$ cat config.mk
export PLATFORM = sky130hd
export DESIGN_NAME = ebd_dma_engine
export DESIGN_NICKNAME = d
export VERILOG_FILES = /design/src/ebd_pkg.sv /design/src/ebd_dma_engine.sv
export SDC_FILE = /design/constraint.sdc
export NUM_CORES = 1
export LEC_CHECK = 0
export BUFFER_PORTS_ARGS = -buffer_cell sky130_fd_sc_hd__buf_4
export CORE_ASPECT_RATIO = 1.4
export CORE_MARGIN = 2
export CORE_UTILIZATION = 41
export CTS_CLUSTER_DIAMETER = 150
export DETAILED_ROUTE_END_ITERATION = 12
export GPL_TIMING_DRIVEN = 0
export SYNTH_ARGS = -nofsm -noshare
export SYNTH_HDL_FRONTEND = slang
export SYNTH_SLANG_ARGS = --single-unit
export TNS_END_PERCENT = 10
$ cat constraint.sdc
create_clock -name core_clk -period 6.3 [get_ports core_clk]
set_clock_uncertainty 0.05 [all_clocks]
set_input_delay 1.26 -clock core_clk [delete_from_list [all_inputs] [get_ports core_clk]]
set_output_delay 1.26 -clock core_clk [all_outputs]
set_load 0.1 [all_outputs]
$ cat src/ebd_pkg.sv
// Purpose: Shared constants and types for the buffer DMA / checksum engine.
// Assumes: Registers are 8 bits wide, one per aligned 32-bit Avalon word.
// Notes:   Offsets are byte addresses on the register bus.

`default_nettype none

package ebd_pkg;

  // ==========================================================================
  // Engine states
  typedef enum logic [3:0] {
    EBD_IDLE = 4'h1,
    EBD_WAIT = 4'h2,
    EBD_RUN  = 4'h4,
    EBD_FIN  = 4'h8
  } ebd_state_e;

  // ==========================================================================
  // Register offsets
  localparam logic [7:0] OFS_IRQ_ENABLE   = 8'h00;
  localparam logic [7:0] OFS_IRQ_FLAGS    = 8'h04;
  localparam logic [7:0] OFS_CONTROL_ONE  = 8'h08;
  localparam logic [7:0] OFS_RX_END_LOW   = 8'h0C;
  localparam logic [7:0] OFS_RX_END_HIGH  = 8'h10;
  localparam logic [7:0] OFS_SRC_LOW      = 8'h14;
  localparam logic [7:0] OFS_SRC_HIGH     = 8'h18;
  localparam logic [7:0] OFS_END_LOW      = 8'h1C;
  localparam logic [7:0] OFS_END_HIGH     = 8'h20;
  localparam logic [7:0] OFS_TARGET_LOW   = 8'h24;
  localparam logic [7:0] OFS_TARGET_HIGH  = 8'h28;
  localparam logic [7:0] OFS_SUM_LOW      = 8'h2C;
  localparam logic [7:0] OFS_SUM_HIGH     = 8'h30;
  localparam logic [7:0] OFS_ETH_IRQ_EN   = 8'h34;
  localparam logic [7:0] OFS_RX_START_LOW = 8'h38;
  localparam logic [7:0] OFS_RX_START_HI  = 8'h3C;

  // ==========================================================================
  // Field positions
  localparam int DONE_IE_BIT  = 5;
  localparam int DONE_FLG_BIT = 5;
  localparam int GO_BIT       = 5;
  localparam int CSUM_BIT     = 4;
  localparam int TXPEND_BIT   = 3;
  localparam int ETH_IE_BIT   = 0;

  // ==========================================================================
  // Reset values
  localparam logic [7:0]  RESET_BYTE = 8'h00;
  localparam logic [15:0] RESET_SUM  = 16'h0000;

endpackage : ebd_pkg

`default_nettype wire

$ cat src/ebd_dma_engine.sv
// Purpose: Copy and checksum DMA engine inside the 8 KB packet buffer.
// Assumes: Buffer RAM has a read port (data one cycle after bufRead) and
//          a separate write port; arbitration inputs flag foreign accesses.
// Notes:   Registers sit behind an Avalon-MM slave with one wait cycle.

`timescale 1ns/1ps
`default_nettype none

// What this block does
// - Destination advances by one per byte, wrapping only at buffer top.
// - Go while transmit pending waits until transmission finishes.
// - Copy end clears go, sets done, keeps pointers and checksum result.
// - One byte per cycle when nobody else needs the buffer.
// - Stall in any cycle the CPU window or receive logic uses memory.
// - Checksum reads bytes as 16-bit words, earlier byte high.
// - Odd byte count is padded with a zero byte.
// - Result is inverted one's-complement sum with end-around carry.
// - Checksum end clears go, sets done, writes no memory, stores result.
// - Checksum takes one cycle per byte, apart from stalls.
// - Checksum does not begin while transmit remains pending.
// - Pointers are 13 bits, split into low byte and five-bit high byte.
// - Checksum result is 16 bits in low and high byte registers.
// - After the receive ring end byte, source reloads ring start.
// - Operation ends when the source pointer equals the end pointer.
// - Clearing go cancels at once; copied bytes stay written.
module ebd_dma_engine #(
  parameter int AW = 13
) (
  // Clock and reset
  input  wire logic          core_clk,
  input  wire logic          srst,
  // Avalon-MM register slave
  input  wire logic [7:0]    avs_address,
  input  wire logic          avs_read,
  input  wire logic          avs_write,
  input  wire logic [31:0]   avs_writedata,
  input  wire logic [3:0]    avs_byteenable,
  output logic      [31:0]   avs_readdata,
  output logic               avs_waitrequest,
  // Buffer memory ports
  output logic      [AW-1:0] bufRdAddr,
  output logic               bufRead,
  input  wire logic [7:0]    bufRdData,
  output logic      [AW-1:0] bufWrAddr,
  output logic      [7:0]    bufWrData,
  output logic               bufWrite,
  // Neighbouring agents
  input  wire logic          cpuWindowAccess,
  input  wire logic          rxByteStore,
  input  wire logic          txRequestPending,
  // Done interrupt request
  output logic               ethIrq
);

  // ==========================================================================
  // Parameter check
  if (AW < 9 || AW > 16) begin : g_bad_aw
    $error("AW must lie between 9 and 16");
  end

  // ==========================================================================
  // State
  typedef struct packed {
    ebd_pkg::ebd_state_e st;
    logic                ack;
    logic [31:0]         rdata;
    logic                doneIe;
    logic                ethernet_irq_enable;
    logic                doneFlag;
    logic                go;
    logic                csum;
    logic [AW-1:0]       rxEnd;
    logic [AW-1:0]       rxStart;
    logic [AW-1:0]       srcStart;
    logic [AW-1:0]       srcEnd;
    logic [AW-1:0]       dst;
    logic [15:0]         result;
    logic [AW-1:0]       src;
    logic [AW-1:0]       wrPtr;
    logic                rdDone;
    logic                inflight;
    logic [1:0]          cnt;
    logic [7:0]          q0;
    logic [7:0]          q1;
    logic [15:0]         acc;
    logic [7:0]          hiByte;
    logic                odd;
  } ebd_regs_s;

  localparam ebd_regs_s RESET_REGS = '{st: ebd_pkg::EBD_IDLE, default: '0};

  ebd_regs_s st_r;
  ebd_regs_s st_nxt;

  logic       stall;
  logic       running;
  logic       popNow;
  logic       issue;
  logic [2:0] occ;
  logic       swWr;
  logic       swRd;

  function automatic logic [15:0] onesAdd(input logic [15:0] a, input logic [15:0] b);
    logic [16:0] s;
    s = {1'b0, a} + {1'b0, b};
    return s[15:0] + {15'h0000, s[16]};
  endfunction : onesAdd

  // ==========================================================================
  // Arbitration and buffer strobes
  // foreign accesses win
  assign stall   = cpuWindowAccess | rxByteStore;
  assign running = (st_r.st == ebd_pkg::EBD_RUN) && st_r.go;
  assign occ     = {1'b0, st_r.cnt} + {2'b00, st_r.inflight};
  assign popNow  = running && !stall && (st_r.cnt != 2'h0);
  // one read per free cycle
  // Two-entry holding queue keeps full rate even when a stall hits mid-pipe
  assign issue   = running && !stall && !st_r.rdDone && (occ <= {2'b00, popNow} + 3'h1);

  assign bufRead   = issue;
  assign bufRdAddr = st_r.src;
  // no memory writes in checksum mode
  assign bufWrite  = popNow && !st_r.csum;
  assign bufWrAddr = st_r.wrPtr;
  assign bufWrData = st_r.q0;

  assign ethIrq = st_r.doneFlag && st_r.doneIe && st_r.ethernet_irq_enable;

  // ==========================================================================
  // Avalon slave handshake
  assign swWr            = avs_write && st_r.ack;
  assign swRd            = avs_read && !st_r.ack;
  assign avs_waitrequest = (avs_read || avs_write) && !st_r.ack;
  assign avs_readdata    = st_r.rdata;

  // ==========================================================================
  // Next state
  always_comb begin
    logic [7:0]    rdByte;
    logic [7:0]    wb;
    logic [1:0]    cntA;
    logic [7:0]    q0A;
    logic [15:0]   fin;
    rdByte = ebd_pkg::RESET_BYTE;
    wb     = avs_writedata[7:0];
    cntA   = st_r.cnt;
    q0A    = st_r.q0;
    fin    = st_r.acc;
    st_nxt = st_r;

    st_nxt.ack = (avs_read || avs_write) && !st_r.ack;

    // Register read decode
    // pointers read as low byte and upper bits
    if (avs_address == ebd_pkg::OFS_IRQ_ENABLE) begin
      rdByte[ebd_pkg::DONE_IE_BIT] = st_r.doneIe;
    end else if (avs_address == ebd_pkg::OFS_IRQ_FLAGS) begin
      rdByte[ebd_pkg::DONE_FLG_BIT] = st_r.doneFlag;
    end else if (avs_address == ebd_pkg::OFS_CONTROL_ONE) begin
      rdByte[ebd_pkg::GO_BIT]     = st_r.go;
      rdByte[ebd_pkg::CSUM_BIT]   = st_r.csum;
      rdByte[ebd_pkg::TXPEND_BIT] = txRequestPending;
    end else if (avs_address == ebd_pkg::OFS_RX_END_LOW) begin
      rdByte = st_r.rxEnd[7:0];
    end else if (avs_address == ebd_pkg::OFS_RX_END_HIGH) begin
      rdByte = 8'(st_r.rxEnd >> 8);
    end else if (avs_address == ebd_pkg::OFS_SRC_LOW) begin
      rdByte = st_r.srcStart[7:0];
    end else if (avs_address == ebd_pkg::OFS_SRC_HIGH) begin
      rdByte = 8'(st_r.srcStart >> 8);
    end else if (avs_address == ebd_pkg::OFS_END_LOW) begin
      rdByte = st_r.srcEnd[7:0];
    end else if (avs_address == ebd_pkg::OFS_END_HIGH) begin
      rdByte = 8'(st_r.srcEnd >> 8);
    end else if (avs_address == ebd_pkg::OFS_TARGET_LOW) begin
      rdByte = st_r.dst[7:0];
    end else if (avs_address == ebd_pkg::OFS_TARGET_HIGH) begin
      rdByte = 8'(st_r.dst >> 8);
    end else if (avs_address == ebd_pkg::OFS_SUM_LOW) begin
      rdByte = st_r.result[7:0];
    end else if (avs_address == ebd_pkg::OFS_SUM_HIGH) begin
      rdByte = st_r.result[15:8];
    end else if (avs_address == ebd_pkg::OFS_ETH_IRQ_EN) begin
      rdByte[ebd_pkg::ETH_IE_BIT] = st_r.ethernet_irq_enable;
    end else if (avs_address == ebd_pkg::OFS_RX_START_LOW) begin
      rdByte = st_r.rxStart[7:0];
    end else if (avs_address == ebd_pkg::OFS_RX_START_HI) begin
      rdByte = 8'(st_r.rxStart >> 8);
    end
    if (swRd) begin
      st_nxt.rdata = {24'h000000, rdByte};
    end

    // Register write decode; unmapped writes are dropped
    if (swWr && avs_byteenable[0]) begin
      if (avs_address == ebd_pkg::OFS_IRQ_ENABLE) begin
        st_nxt.doneIe = wb[ebd_pkg::DONE_IE_BIT];
      end else if (avs_address == ebd_pkg::OFS_IRQ_FLAGS) begin
        st_nxt.doneFlag = wb[ebd_pkg::DONE_FLG_BIT];
      end else if (avs_address == ebd_pkg::OFS_CONTROL_ONE) begin
        st_nxt.go   = wb[ebd_pkg::GO_BIT];
        st_nxt.csum = wb[ebd_pkg::CSUM_BIT];
      end else if (avs_address == ebd_pkg::OFS_RX_END_LOW) begin
        st_nxt.rxEnd[7:0] = wb;
      end else if (avs_address == ebd_pkg::OFS_RX_END_HIGH) begin
        st_nxt.rxEnd[AW-1:8] = wb[AW-9:0];
      end else if (avs_address == ebd_pkg::OFS_SRC_LOW) begin
        st_nxt.srcStart[7:0] = wb;
      end else if (avs_address == ebd_pkg::OFS_SRC_HIGH) begin
        st_nxt.srcStart[AW-1:8] = wb[AW-9:0];
      end else if (avs_address == ebd_pkg::OFS_END_LOW) begin
        st_nxt.srcEnd[7:0] = wb;
      end else if (avs_address == ebd_pkg::OFS_END_HIGH) begin
        st_nxt.srcEnd[AW-1:8] = wb[AW-9:0];
      end else if (avs_address == ebd_pkg::OFS_TARGET_LOW) begin
        st_nxt.dst[7:0] = wb;
      end else if (avs_address == ebd_pkg::OFS_TARGET_HIGH) begin
        st_nxt.dst[AW-1:8] = wb[AW-9:0];
      end else if (avs_address == ebd_pkg::OFS_SUM_LOW) begin
        st_nxt.result[7:0] = wb;
      end else if (avs_address == ebd_pkg::OFS_SUM_HIGH) begin
        st_nxt.result[15:8] = wb;
      end else if (avs_address == ebd_pkg::OFS_ETH_IRQ_EN) begin
        st_nxt.ethernet_irq_enable = wb[ebd_pkg::ETH_IE_BIT];
      end else if (avs_address == ebd_pkg::OFS_RX_START_LOW) begin
        st_nxt.rxStart[7:0] = wb;
      end else if (avs_address == ebd_pkg::OFS_RX_START_HI) begin
        st_nxt.rxStart[AW-1:8] = wb[AW-9:0];
      end
    end

    // Engine; runs after the software writes so hardware sets win
    case (st_r.st)
      ebd_pkg::EBD_IDLE: begin
        if (st_r.go) begin
          if (txRequestPending) begin
            st_nxt.st = ebd_pkg::EBD_WAIT;
          end else begin
            st_nxt.st = ebd_pkg::EBD_RUN;
          end
        end
        st_nxt.src      = st_r.srcStart;
        st_nxt.wrPtr    = st_r.dst;
        st_nxt.rdDone   = 1'b0;
        st_nxt.inflight = 1'b0;
        st_nxt.cnt      = 2'h0;
        st_nxt.acc      = ebd_pkg::RESET_SUM;
        st_nxt.odd      = 1'b0;
      end
      ebd_pkg::EBD_WAIT: begin
        if (!st_r.go) begin
          st_nxt.st = ebd_pkg::EBD_IDLE;
        end else if (!txRequestPending) begin
          st_nxt.st = ebd_pkg::EBD_RUN;
        end
      end
      ebd_pkg::EBD_RUN: begin
        if (!st_r.go) begin
          // cancel drops the pipeline, registers untouched
          st_nxt.st       = ebd_pkg::EBD_IDLE;
          st_nxt.inflight = 1'b0;
          st_nxt.cnt      = 2'h0;
        end else begin
          if (popNow) begin
            cntA = st_r.cnt - 2'h1;
            q0A  = st_r.q1;
            if (!st_r.csum) begin
              // linear destination, natural wrap at buffer top
              st_nxt.wrPtr = st_r.wrPtr + AW'(1);
            end else if (!st_r.odd) begin
              // earlier byte is the high half
              st_nxt.hiByte = st_r.q0;
              st_nxt.odd    = 1'b1;
            end else begin
              // second byte completes the word; add it with end-around carry
              st_nxt.acc = onesAdd(st_r.acc, {st_r.hiByte, st_r.q0});
              st_nxt.odd = 1'b0;
            end
          end
          if (st_r.inflight) begin
            if (cntA == 2'h0) begin
              q0A = bufRdData;
            end else begin
              st_nxt.q1 = bufRdData;
            end
            cntA = cntA + 2'h1;
          end
          st_nxt.q0       = q0A;
          st_nxt.cnt      = cntA;
          st_nxt.inflight = issue;
          if (issue) begin
            if (st_r.src == st_r.srcEnd) begin
              st_nxt.rdDone = 1'b1;
            end else if (st_r.src == st_r.rxEnd) begin
              st_nxt.src = st_r.rxStart;
            end else begin
              st_nxt.src = st_r.src + AW'(1);
            end
          end
          if (st_r.rdDone && !st_r.inflight && st_r.cnt == 2'h0) begin
            st_nxt.st = ebd_pkg::EBD_FIN;
          end
        end
      end
      ebd_pkg::EBD_FIN: begin
        // pad an odd tail with a zero byte
        if (st_r.odd) begin
          fin = onesAdd(st_r.acc, {st_r.hiByte, 8'h00});
        end
        // result stored only in checksum mode
        if (st_r.csum) begin
          st_nxt.result = ~fin;
        end
        // finish clears go and flags done
        st_nxt.go       = 1'b0;
        st_nxt.doneFlag = 1'b1;
        st_nxt.st       = ebd_pkg::EBD_IDLE;
      end
      default: begin
        st_nxt.st = ebd_pkg::EBD_IDLE;
      end
    endcase
  end

  always_ff @(posedge core_clk) begin
    if (srst) begin
      st_r <= RESET_REGS;
    end else begin
      st_r <= st_nxt;
    end
  end
endmodule : ebd_dma_engine

`default_nettype wire

# Word-level counts from Yosys, hierarchy flattened
# Cells that the tools add are included.
dict set report word_totals {
  ram_bits 0
  reg_bits 170
  output_inout_bits 70
  mem_bits_ro 0
  input_bits 59
  latchBits 0
  memories 0
  word_cells 243
}
dict set report op_classes {
  n_mux 100
  n_bitwise 19
  addsub 10
  n_eq_ne 33
  n_lt_le_gt_ge 1
  reduce_logical 51
  div 0
  n_shift 0
  mul 0
}
# cell n
set op_table {}
lappend op_table {{$mux W8} 23}
lappend op_table {{$mux W13} 13}
lappend op_table {{$mux W84} 2}
lappend op_table {{$mux W68} 2}
lappend op_table {{$mux W16} 7}
lappend op_table {{$mux W42} 2}
lappend op_table {{$mux W83} 1}
lappend op_table {{$mux W81} 1}
lappend op_table {{$mux W25} 3}
lappend op_table {{$eq A8 B6 Y1 const B} 8}
lappend op_table {{$mux W5} 12}
lappend op_table {{$pmux W30 S2} 1}
lappend op_table {{$mux W29} 2}
lappend op_table {{$add A16 B16 Y17} 2}
lappend op_table {{$add A16 B1 Y16} 2}
lappend op_table {{$eq A8 B5 Y1 const B} 4}
lappend op_table {{$pmux W16 S2} 1}
lappend op_table {{$mux W27} 1}
lappend op_table {{$add A13 B1 Y13 const B} 2}
lappend op_table {{$eq A13 B13 Y1} 2}
lappend op_table {{$reduce_and A4 Y1} 6}
lappend op_table {{$mux W4} 5}
lappend op_table {{$mux W18} 1}
lappend op_table {{$mux W2} 9}
lappend op_table {{other kinds (43)} 102}

# Logic depth before layout (Yosys ltp)
# Gate-level depths: netlist (run 1).
dict set report depth {
  word_depth 20
  ltp_mapped 16
  depth_no_buf 16
}

# Least setup slack after synthesis (run 1)
# OpenSTA, ideal clock, no wires.
dict set report synth_timing {
  path_kind {input to output}
  start {input rxByteStore}
  end {output bufRead}
  arrival_ns 4.251
  setup_slack_ns 0.739
  path_buffers 1
  required_ns 4.990
  cell_stages 7
  cell_sequence {or4_1 > clkbuf_1 > clkinv_1 > fa_1 > nor2_1 > nand2_1 > a21oi_1}
}
dict set report synth_between {
  elab_chain_cells 7
  elab_cells_between_ends 8
  classes_between {add/sub (1); order compare (1); bitwise (1); reduce/logical (5)}
}
# element line
set synth_lines {}
lappend synth_lines {{from (decl)} ebd_dma_engine.sv:49} ;# input wire logic rxByteStore,
lappend synth_lines {{$or A1 B1 Y1 (*)} ebd_dma_engine.sv:112} ;# assign stall = cpuWindowAccess | rxByteStore;
lappend synth_lines {{$logic_not A1 Y1 (*)} {ebd_dma_engine.sv:115, ebd_dma_engine.sv:118}}
lappend synth_lines {{$logic_and A1 B1 Y1 (*)} {ebd_dma_engine.sv:115, ebd_dma_engine.sv:118}}
lappend synth_lines {{$logic_and A1 B1 Y1} ebd_dma_engine.sv:115} ;# assign popNow = running && !stall && (st_r.cnt != 2'h0);
lappend synth_lines {{$add A1 B1 Y2} ebd_dma_engine.sv:118} ;# assign issue = running && !stall && !st_r.rdDone && (occ <= {2'b00, popNow} + 3'h1);
lappend synth_lines {{$le A3 B2 Y1} ebd_dma_engine.sv:118}
lappend synth_lines {{$logic_and A1 B1 Y1 (*)} ebd_dma_engine.sv:118}
lappend synth_lines {{to (decl)} ebd_dma_engine.sv:42} ;# output logic bufRead,
# Mark *: on every way between the ends. The rest lies on a longest branch, timed or not.

# Worst setup path in the final report (run 1)
# Same ends and word-level chain as after synthesis.

==> impl_metrics.ini, run 1 <==
[critical_path]
cp.arrival_ns = 3.66
r2r-end = st_r[24]
reg2reg_slack_ns = 1.70
crit_type = input pin to primary output
critPathLaunchType = input pin
end_kind = primary output
cp.required_ns = 4.99
critPathMaxFanout = 7
reg2reg_from = bufWrData[0]
ff2ff_path_depth = 15

[cells_and_area]
layout.cells.non_filler = 1757
final-seq-area_sq_um = 3400
synthToLayoutAreaGrowth_pct = 15.7
multi_input_area_sq_um = 6440
nNetsFinal = 1515
final_area_sq_um = 12400
nFillCells = 2517
drive_gt1_share_pct = 14.9
diodes = 0

[placed_design]
dp_hpwl_um = 28300
postPlaceCellArea_sq_um = 11700
place_congestion = 0.984
pre_cts_slack_ns = 1.32
dp_cells = 1726
port_buffers = 75

[floorplan]
dieArea_sq_um = 27400
initial_core_util_pct = 41.9
die_h_um = 195
io_pins = 129
die_x_um = 140
row_count = 69
core_sq_um = 25500

[grt]
grt_pass1_vias = 9560
grt_usage_pct = 26.6
antenna_found_initial = 0
grt_overflow = 0
grt_pass1_wl_um = 55700
grt_max_degree = 17

[synth]
synth-edff-count = 0
async_reset_ff_share_pct = 0
syn-cell-area_sq_um = 10700
synth_most_common_cell = nor2_1
synth_area_leaders = dfxtp_1 (32%), mux2i_1 (12%), nor2_1 (7.4%)
syn_inst = 1309
synth_top_cell_by_area = dfxtp_1
synth_top_area_share_pct = 31.9
avgSynthCellArea_sq_um = 8.16
yosys_register_bits = 170
yosysSeqAreaShare_pct = 31.9
yosysUniqueCellTypes = 80
synthFlopType = dfxtp_1
ys_warn_count = 0
synth_common_cells = nor2_1 (212), dfxtp_1 (170), mux2i_1 (131), nand2_1 (81), clkbuf_1 (75)

[run_status]
status = complete, no violations

[routing]
via_per_inst = 5.60
drtAntennaViolNets = 0
wirelength_um = 36100
drc_errors = 0
wl_per_cell_um = 20.5
drt_pre_antenna_iters = 7
drt_iter0_drc = 738
num_vias = 9844

[timing]
period_minus_slack_ns = 4.97
slew_violations = 0
fmax_mhz = 201
hold_slack_ns = 0.409
setup_tns_ns = 0
worstMarginPinSlew_ns = 1.21
layout_setup_ws_ns = 1.33
hold_viol_final = 0
setup_violations = 0
rsz0062_at_grt = false
relSlewSlack_pct = 18.5
finalCritPeriodShare_pct = 78.8

[hold_path]
min_to = avs_readdata[1]
min_from = avs_readdata[1]
min_path_cells = 2
hold_path.class = flop to flop

[cts]
cts_max_level = 4
cts_tree = yes
root_buffer = clkbuf_16
cts_buffers = 17
clkTransAtPathRegs_ns = 0.07
cts_sinks = 170
clk_latency_ns = 0.45
cts.repair.resized = 0
hold_buffers = 0
postCtsSetupBuffers = 0
clk_path_buf_depth = 2

[pwr]
ir_drop_mv = 0.189
leakage_uw = 0.00487
p_per_area_nw_per_um2 = 196

[job]
maxCapViolations = 0
[state kept, by name, indices dropped and copies added, names as in the netlist]
signal,count
bufWrData,8
bufRdAddr,13
bufWrAddr,13
avs_readdata,8
st_r,128
[critical path, cell delays in order]
cell,delay (ns)
buf_4,0.11
or4_1,0.50
clkbuf_1,0.21
clkinv_1,0.21
fa_1,0.46
nor2_1,0.11
nand2_1,0.06
a21oi_1,0.36
buf_4,0.37
[worst max-delay path by stage]
stage / startpoint / endpoint / slack [ns] / cells after the start
2_1_floorplan: rxByteStore / bufRead / 0.74 / 7
3_3_place_gp: rxByteStore / bufRead / 1.35 / 9
3_5_place_dp: rxByteStore / bufRead / 1.32 / 9
4_1_cts: rxByteStore / bufRead / 1.32 / 9
5_1_grt: rxByteStore / bufRead / 1.18 / 9
6_report: rxByteStore / bufRead / 1.33 / 9
[power by group]
group	leakage [uW]	switching [uW]	internal, uW
sequential	0.00137	1.81	1080
combinational	0.00320	160	43.6
clock	0.000295	468	676
[layout by cell type (no fill, tap or decap), drive strengths merged, types with 15 or more instances in the layout]
cell type and count:
a211oi 34, a21oi 61, a22oi 20, buf 152
clkbuf 93, conb 24, dfxtp 170, ha 27
inv 25, mux2i 131, nand2 82, nand3 30
nor2 215, nor3 28, o21ai 61, o22ai 15
xnor2 42, xor2 38
[per-layer routing]
layer	up-vias	GRT usage, %	share of wire [%]
li1	4755	-	-
met1	4677	29.8	39
met2	309	47.6	51
met3	103	3.56	4.6
met4	0	15.9	6.0
met5	-	0	0
[cell type report]
type	instances	share of cell area, %
repair buffers	75	4.55
flip-flops and latches	170	27.5
clock inverters	13	1.57
plain buffers	152	6.73
well taps	319	3.23
inverters	24	0.729
multi-input cells	986	52.1
clock buffers	18	3.55
[through the flow]
step	util [%]	total power (uW)
6_report	48.5	2430
5_1_grt	48.5	2490
4_1_cts	48.5	2430
3_5_place_dp	46.1	1300
3_3_place_gp	46.1	1300
2_1_floorplan	-	1250
[cell families (layout without fill, tap and decap cells)]
family | Yosys count | count (layout) | share of synthesized area, %
and+or+nand+nor | 454 | 454 | 20.0
AOI/OAI and AO/OA | 263 | 263 | 16.4
buffers and inverters | 176 | 282 | 8.63
DFF | 170 | 170 | 31.9
muxes | 135 | 135 | 12.8
xor gates and xnor gates | 80 | 80 | 6.56
adders and majority gates | 30 | 30 | 3.72
other | 1 | 24 | 0.0351
Power figures use the tool's default switching activity.
==> run 2: changes to the inputs <==
clock period = 4.6 ns   (was 6.3 ns; I/O delays follow)
==> impl_metrics.ini, run 2 (synthesized netlist as in run 1, its figures left out) <==
[run_status]
status = complete, no violations

[cells_and_area]
largest_reg_flops = 128
nNetsFinal = 1515
final_common_cell = nor2_1
final_cell_mix = nor2_1 (212), dfxtp_1 (170), buf_4 (142)
diodes = 0
synthToLayoutAreaGrowth_pct = 15.2
drive_gt1_share_pct = 15.2
largest-register = st_r

[routing]
wl_per_cell_um = 20.6
wirelength_um = 36300
drtAntennaViolNets = 0
drc_errors = 0
via_per_inst = 5.62
num_vias = 9872
drt_iter0_drc = 622
drt_pre_antenna_iters = 8

[floorplan]
die_h_um = 195
io_pins = 129
core_sq_um = 25500
die_x_um = 140
initial_core_util_pct = 41.9
row_count = 69
dieArea_sq_um = 27400

[cts]
cts_sinks = 170
cts_max_level = 4
clk_latency_ns = 0.45
root_buffer = clkbuf_16
hold_buffers = 0
clk_path_buf_depth = 2
cts_buffers = 17
clkTransAtPathRegs_ns = 0.07
postCtsSetupBuffers = 0
cts_tree = yes

[critical_path]
path_buf_inv = 1
critPathLaunchType = flop
cp.arrival_ns = 4.61
reg2reg_from = bufWrData[0]
reg2reg_slack_ns = 0.27
critPathMaxFanout = 4
cp.required_ns = 4.88
critPathSlowestCell = dfxtp_1
r2r-end = st_r[24]
critical_path.most_common_cell = ha_1
crit_type = flop to flop
crit_family = compound AO/OA/AOI/OAI gates
path_cells = ha_1 -> inv_1 -> fa_1 -> nand2b_1 -> a21oi_2 -> o21a_1 -> a21oi_1 -> o21ai_1 -> ha_1 -> nor3b_2 -> and4_4 -> nor4b_4 -> nand4_2 -> o311a_1 -> a211o_1
max_stage_delay_ns = 0.43
ff2ff_path_depth = 15
end_kind = flop

[pwr]
seqPwrFrac_pct = 46.9
combPwrFrac_pct = 8.8
ir_drop_mv = 0.245
p_sw_uw = 906
power.share.switching_pct = 28.7
leakage_uw = 0.00484
p_int_uw = 2250
p_per_area_nw_per_um2 = 256
total_power_uw = 3150
clkPwrFrac_pct = 44.3

[grt]
grt_pass1_wl_um = 54700
grt_usage_pct = 26.2
grt_pass1_vias = 9408
antenna_found_initial = 0
grt_overflow = 0
grt_max_degree = 18

[job]
maxCapViolations = 0

[timing]
setup_tns_ns = 0
finalCritPeriodShare_pct = 94.1
setup_violations = 0
period_minus_slack_ns = 4.33
rsz0062_at_grt = false
worstMarginPinSlew_ns = 1.09
relSlewSlack_pct = 26.5
fmax_mhz = 231
slew_violations = 0
hold_viol_final = 0
layout_setup_ws_ns = 0.272

[hold_path]
min_to = avs_readdata[1]
hold_path.class = flop to flop
min_from = avs_readdata[1]
min_path_cells = 2

[placed_design]
place_congestion = 0.977
dp_hpwl_um = 28500
port_buffers = 75
pre_cts_slack_ns = -0.0811
run 2: cell count changes in the layout (fill, tap and decap cells not counted), sizes merged:
cell and change:
clkinv +1, inv +8, bufinv -4, clkinvlp -3
clkbuf -1
run 2: tightest hold or removal path, cell delays in order, from the launching register on:
cell	delay [ns]
dfxtp_1	0.31
nand2_1	0.05
a21oi_1	0.05
run 2: area by class of cell:
class                      count  area, sq um
inverter                      24         90.1
timing repair buffer          75          563
sequential                   170         3400
fill                        2541        13200
buffer                       152          832
multi-input combinational    986         6460
tap                          319          399
clock buffer                  17          425
clock inverter                15          128
run 2: worst max-delay path by stage:
stage,slack [ns],to,cells after the start,from
after floorplan,0.26,bufRdAddr[8],11,rxByteStore
after global placement,-0.05,st_r[24],15,bufWrData[0]
after detailed placement,-0.08,st_r[24],15,bufWrData[0]
after CTS,0.01,st_r[24],15,bufWrData[0]
after global routing,0.09,st_r[24],15,bufWrData[0]
final,0.27,st_r[24],15,bufWrData[0]
run 2: power groups by stage:
| stage | Combinational [uW] | Sequential, uW | Clock (uW) |
|---|---|---|---|
| floorplan | 195 | 1510 | 0 |
| global placement | 275 | 1510 | 0 |
| detailed placement | 275 | 1510 | 0 |
| CTS | 275 | 1480 | 1410 |
| global route | 287 | 1480 | 1470 |
| finish | 278 | 1480 | 1400 |
run 2: repair_timing:
item,in CTS,in global routing
endpoints found under the setup margin,3,3
endpoints found under the hold margin,0,0
gates resized for setup,1,3
run 2: stage by stage:
| step | util, % | instances | hold slack, ns | cell area, sq um |
|---|---|---|---|---|
| 4_1_cts | 48.2 | 1758 | 0.409 | 12300 |
| 5_1_grt | 48.3 | 1758 | 0.430 | 12300 |
| 3_5_place_dp | 46.1 | 1726 | 0.400 | 11700 |
| 6_report | 48.3 | 1758 | 0.411 | 12300 |
| 2_1_floorplan | - | 1332 | 0.382 | 10800 |
| 3_3_place_gp | 46.1 | 1726 | 0.397 | 11700 |
run 2: metal layers:
layer / track usage, % / vias up / part of all wire (%)
li1: - / 4782 / -
met1: 28.6 / 4679 / 39
met2: 48.2 / 314 / 51
met3: 3.31 / 97 / 4.3
met4: 14.9 / 0 / 5.7
met5: 0 / - / 0
==> run 3: changes to the inputs <==
ABC_AREA = 1   (was unset)
CELL_PAD_IN_SITES_DETAIL_PLACEMENT = 1   (was unset)
CELL_PAD_IN_SITES_GLOBAL_PLACEMENT = 1   (was unset)
CTS_BUF_LIST = sky130_fd_sc_hd__clkbuf_4   (was unset)
PLACE_DENSITY_LB_ADDON = 0.1   (was unset)
==> impl_metrics.ini, run 3 <==
[synth]
synth_common_cells = nand2_1 (306), inv_1 (209), dfxtp_1 (170), a21oi_1 (165), o21ai_0 (156)
async_reset_ff_share_pct = 0
syn-cell-area_sq_um = 10800
synth_top_family_by_area = simple AND/OR/NAND/NOR gates
synth_mux_area_share_pct = 0
synth_compound_area_share_pct = 20.7
yosysSeqAreaShare_pct = 31.5
avgSynthCellArea_sq_um = 6.61
synthAdderAreaFrac_pct = 3.68
synth_top_area_share_pct = 31.5
synth_top_cell_by_area = dfxtp_1
yosys_register_bits = 170
synthFlopType = dfxtp_1
syn_inst = 1636
ys_warn_count = 0
synth-edff-count = 0
yosys.area_share.simple_pct = 26.4
yosysUniqueCellTypes = 61
synth_xor_area_share_pct = 3.63
synth_area_leaders = dfxtp_1 (31%), nand2_1 (11%), a21oi_1 (7.6%)
synth_most_common_cell = nand2_1

[timing]
slew_violations = 0
worstMarginPinSlew_ns = 0.992
setup_violations = 0
finalCritPeriodShare_pct = 96.2
relSlewSlack_pct = 33.3
setup_tns_ns = 0
period_minus_slack_ns = 4.43
rsz0062_at_grt = false
hold_viol_final = 0
fmax_mhz = 226

[grt]
antenna_found_initial = 1
grt_overflow = 0
grt_pass1_wl_um = 65600
grt_max_degree = 17
grt_pass1_vias = 11600
grt_usage_pct = 30.9

[routing]
via_per_inst = 5.47
wl_per_cell_um = 20.4
wl_met3_um = 1220
drt_pre_antenna_iters = 7
drc_errors = 0
wl_met1_um = 16600
num_vias = 11400
drtAntennaViolNets = 0
highest_layer = met4
drt_iter0_drc = 702
wl_met2_um = 22100
wirelength_um = 42600

[critical_path]
critPathLaunchType = flop
cp.arrival_ns = 3.46
cp.required_ns = 3.63
r2r-end = st_r[22]
ff2ff_path_depth = 22
critPathMaxFanout = 15
reg2reg_slack_ns = 0.46
end_kind = primary output
crit_type = flop to primary output
reg2reg_from = bufWrData[0]

[placed_design]
dp_hpwl_um = 34500
dp_cells = 2059
port_buffers = 76
place_congestion = 0.984

[hold_path]
min_path_cells = 2
hold_path.class = flop to flop
min_from = avs_readdata[6]
min_to = avs_readdata[6]

[cts]
postCtsSetupBuffers = 0
clk_latency_ns = 0.61
clkTransAtPathRegs_ns = 0.16
cts_tree = yes
cts_max_level = 4
cts_sinks = 170
cts_buffers = 17
clk_path_buf_depth = 2
root_buffer = clkbuf_4

[pwr]
ir_drop_mv = 0.126
power.share.switching_pct = 38.5
p_int_uw = 1960
combPwrFrac_pct = 25.1
leakage_uw = 0.00532
clkPwrFrac_pct = 26.8
seqPwrFrac_pct = 48.1
p_per_area_nw_per_um2 = 262
p_sw_uw = 1220

[cells_and_area]
drive_gt1_share_pct = 12.5
layout.cells.non_filler = 2091
nFillCells = 3512
largest-register = st_r
largest_reg_flops = 128
nNetsFinal = 1842
final_common_cell = nand2_1
synthToLayoutAreaGrowth_pct = 12.2
final_cell_mix = nand2_1 (306), inv_1 (209), dfxtp_1 (170)

[floorplan]
core_sq_um = 26000
die_h_um = 196
row_count = 70
initial_core_util_pct = 41.6
die_x_um = 141
io_pins = 129
dieArea_sq_um = 27700

[job]
maxCapViolations = 0

[run_status]
status = complete, no violations
run 3: cell count changes after synthesis, sizes merged, moves of 53 or more:
cell   delta
o21ai   +100
mux2i   -131
nand3    +79
nor2     -53
inv     +192
nand2   +229
a21oi   +105
run 3: how the worst max path moves through the flow:
stage / startpoint / endpoint / slack [ns] / depth (start not counted)
after global routing: st_r[153] / bufRead / 0.02 / 10
after floorplan: rxByteStore / bufRead / 0.44 / 9
final: st_r[153] / bufRead / 0.17 / 10
after detailed placement: bufWrData[0] / st_r[21] / 0.09 / 21
after global placement: rxByteStore / bufRead / 0.15 / 11
after CTS: bufWrData[0] / st_r[21] / 0.04 / 21
run 3: layer usage:
| layer | GRT usage (%) | vias to the layer above |
|---|---|---|
| met3 | 3.34 | 114 |
| li1 | - | 5572 |
| met4 | 18.8 | 0 |
| met2 | 56.6 | 286 |
| met1 | 33.9 | 5468 |
| met5 | 0 | - |
run 3: logic make-up (layout without fill, tap and decap cells):
kind of cell | count (synthesis) | count (layout)
simple gates | 651 | 651
compound gates | 406 | 406
buf+inv | 334 | 441
flops | 170 | 170
xor+xnor | 44 | 44
fa+ha+maj | 30 | 30
other cells | 1 | 25
run 3: layout make-up:
cell class / count / area [sq um] / area share [%]
multi-input combinational: 1155 / 5980 / 49.3
sequential: 170 / 3400 / 28.0
inverter: 216 / 811 / 6.68
buffer: 117 / 706 / 5.82
timing repair buffer: 76 / 571 / 4.70
tap: 324 / 405 / 3.34
clock buffer: 17 / 128 / 1.05
clock inverter: 15 / 126 / 1.04
antenna: 1 / 2.50 / 0.0206
run 3: critical path, cell delays in order, from the launching register on:
cell     delay, ns
dfxtp_1       0.60
inv_1         0.14
nor2_4        0.16
nand2_2       0.11
nor2_8        0.25
fa_1          0.45
or2_2         0.31
o21ai_0       0.20
nand3_1       0.19
inv_1         0.13
buf_4         0.29
run 3: metrics by stage:
step | hold slack [ns] | utilization [%] | power, uW | setup slack [ns] | cell area [sq um]
after floorplan | 0.378 | - | 2120 | 0.440 | 10900
after global placement | 0.413 | 45.7 | 2350 | 0.153 | 11900
after detailed placement | 0.417 | 45.7 | 2360 | 0.0937 | 11900
after CTS | 0.436 | 46.6 | 3200 | 0.0366 | 12100
after global routing | 0.451 | 46.7 | 3310 | 0.0230 | 12100
final | 0.431 | 46.7 | 3180 | 0.173 | 12100
run 3: power groups by stage:
| stage | Combinational (uW) | Sequential, uW | Clock [uW] |
|---|---|---|---|
| after CTS | 796 | 1530 | 868 |
| after floorplan | 571 | 1550 | 0 |
| after global routing | 845 | 1540 | 928 |
| after global placement | 783 | 1560 | 0 |
| final | 799 | 1530 | 852 |
| after detailed placement | 794 | 1560 | 0 |
run 3: what timing repair did:
item,in CTS,in global routing
endpoints found under the setup margin,1,7
hold buffers,0,0
gates resized for setup,0,4
gates cloned,0,0
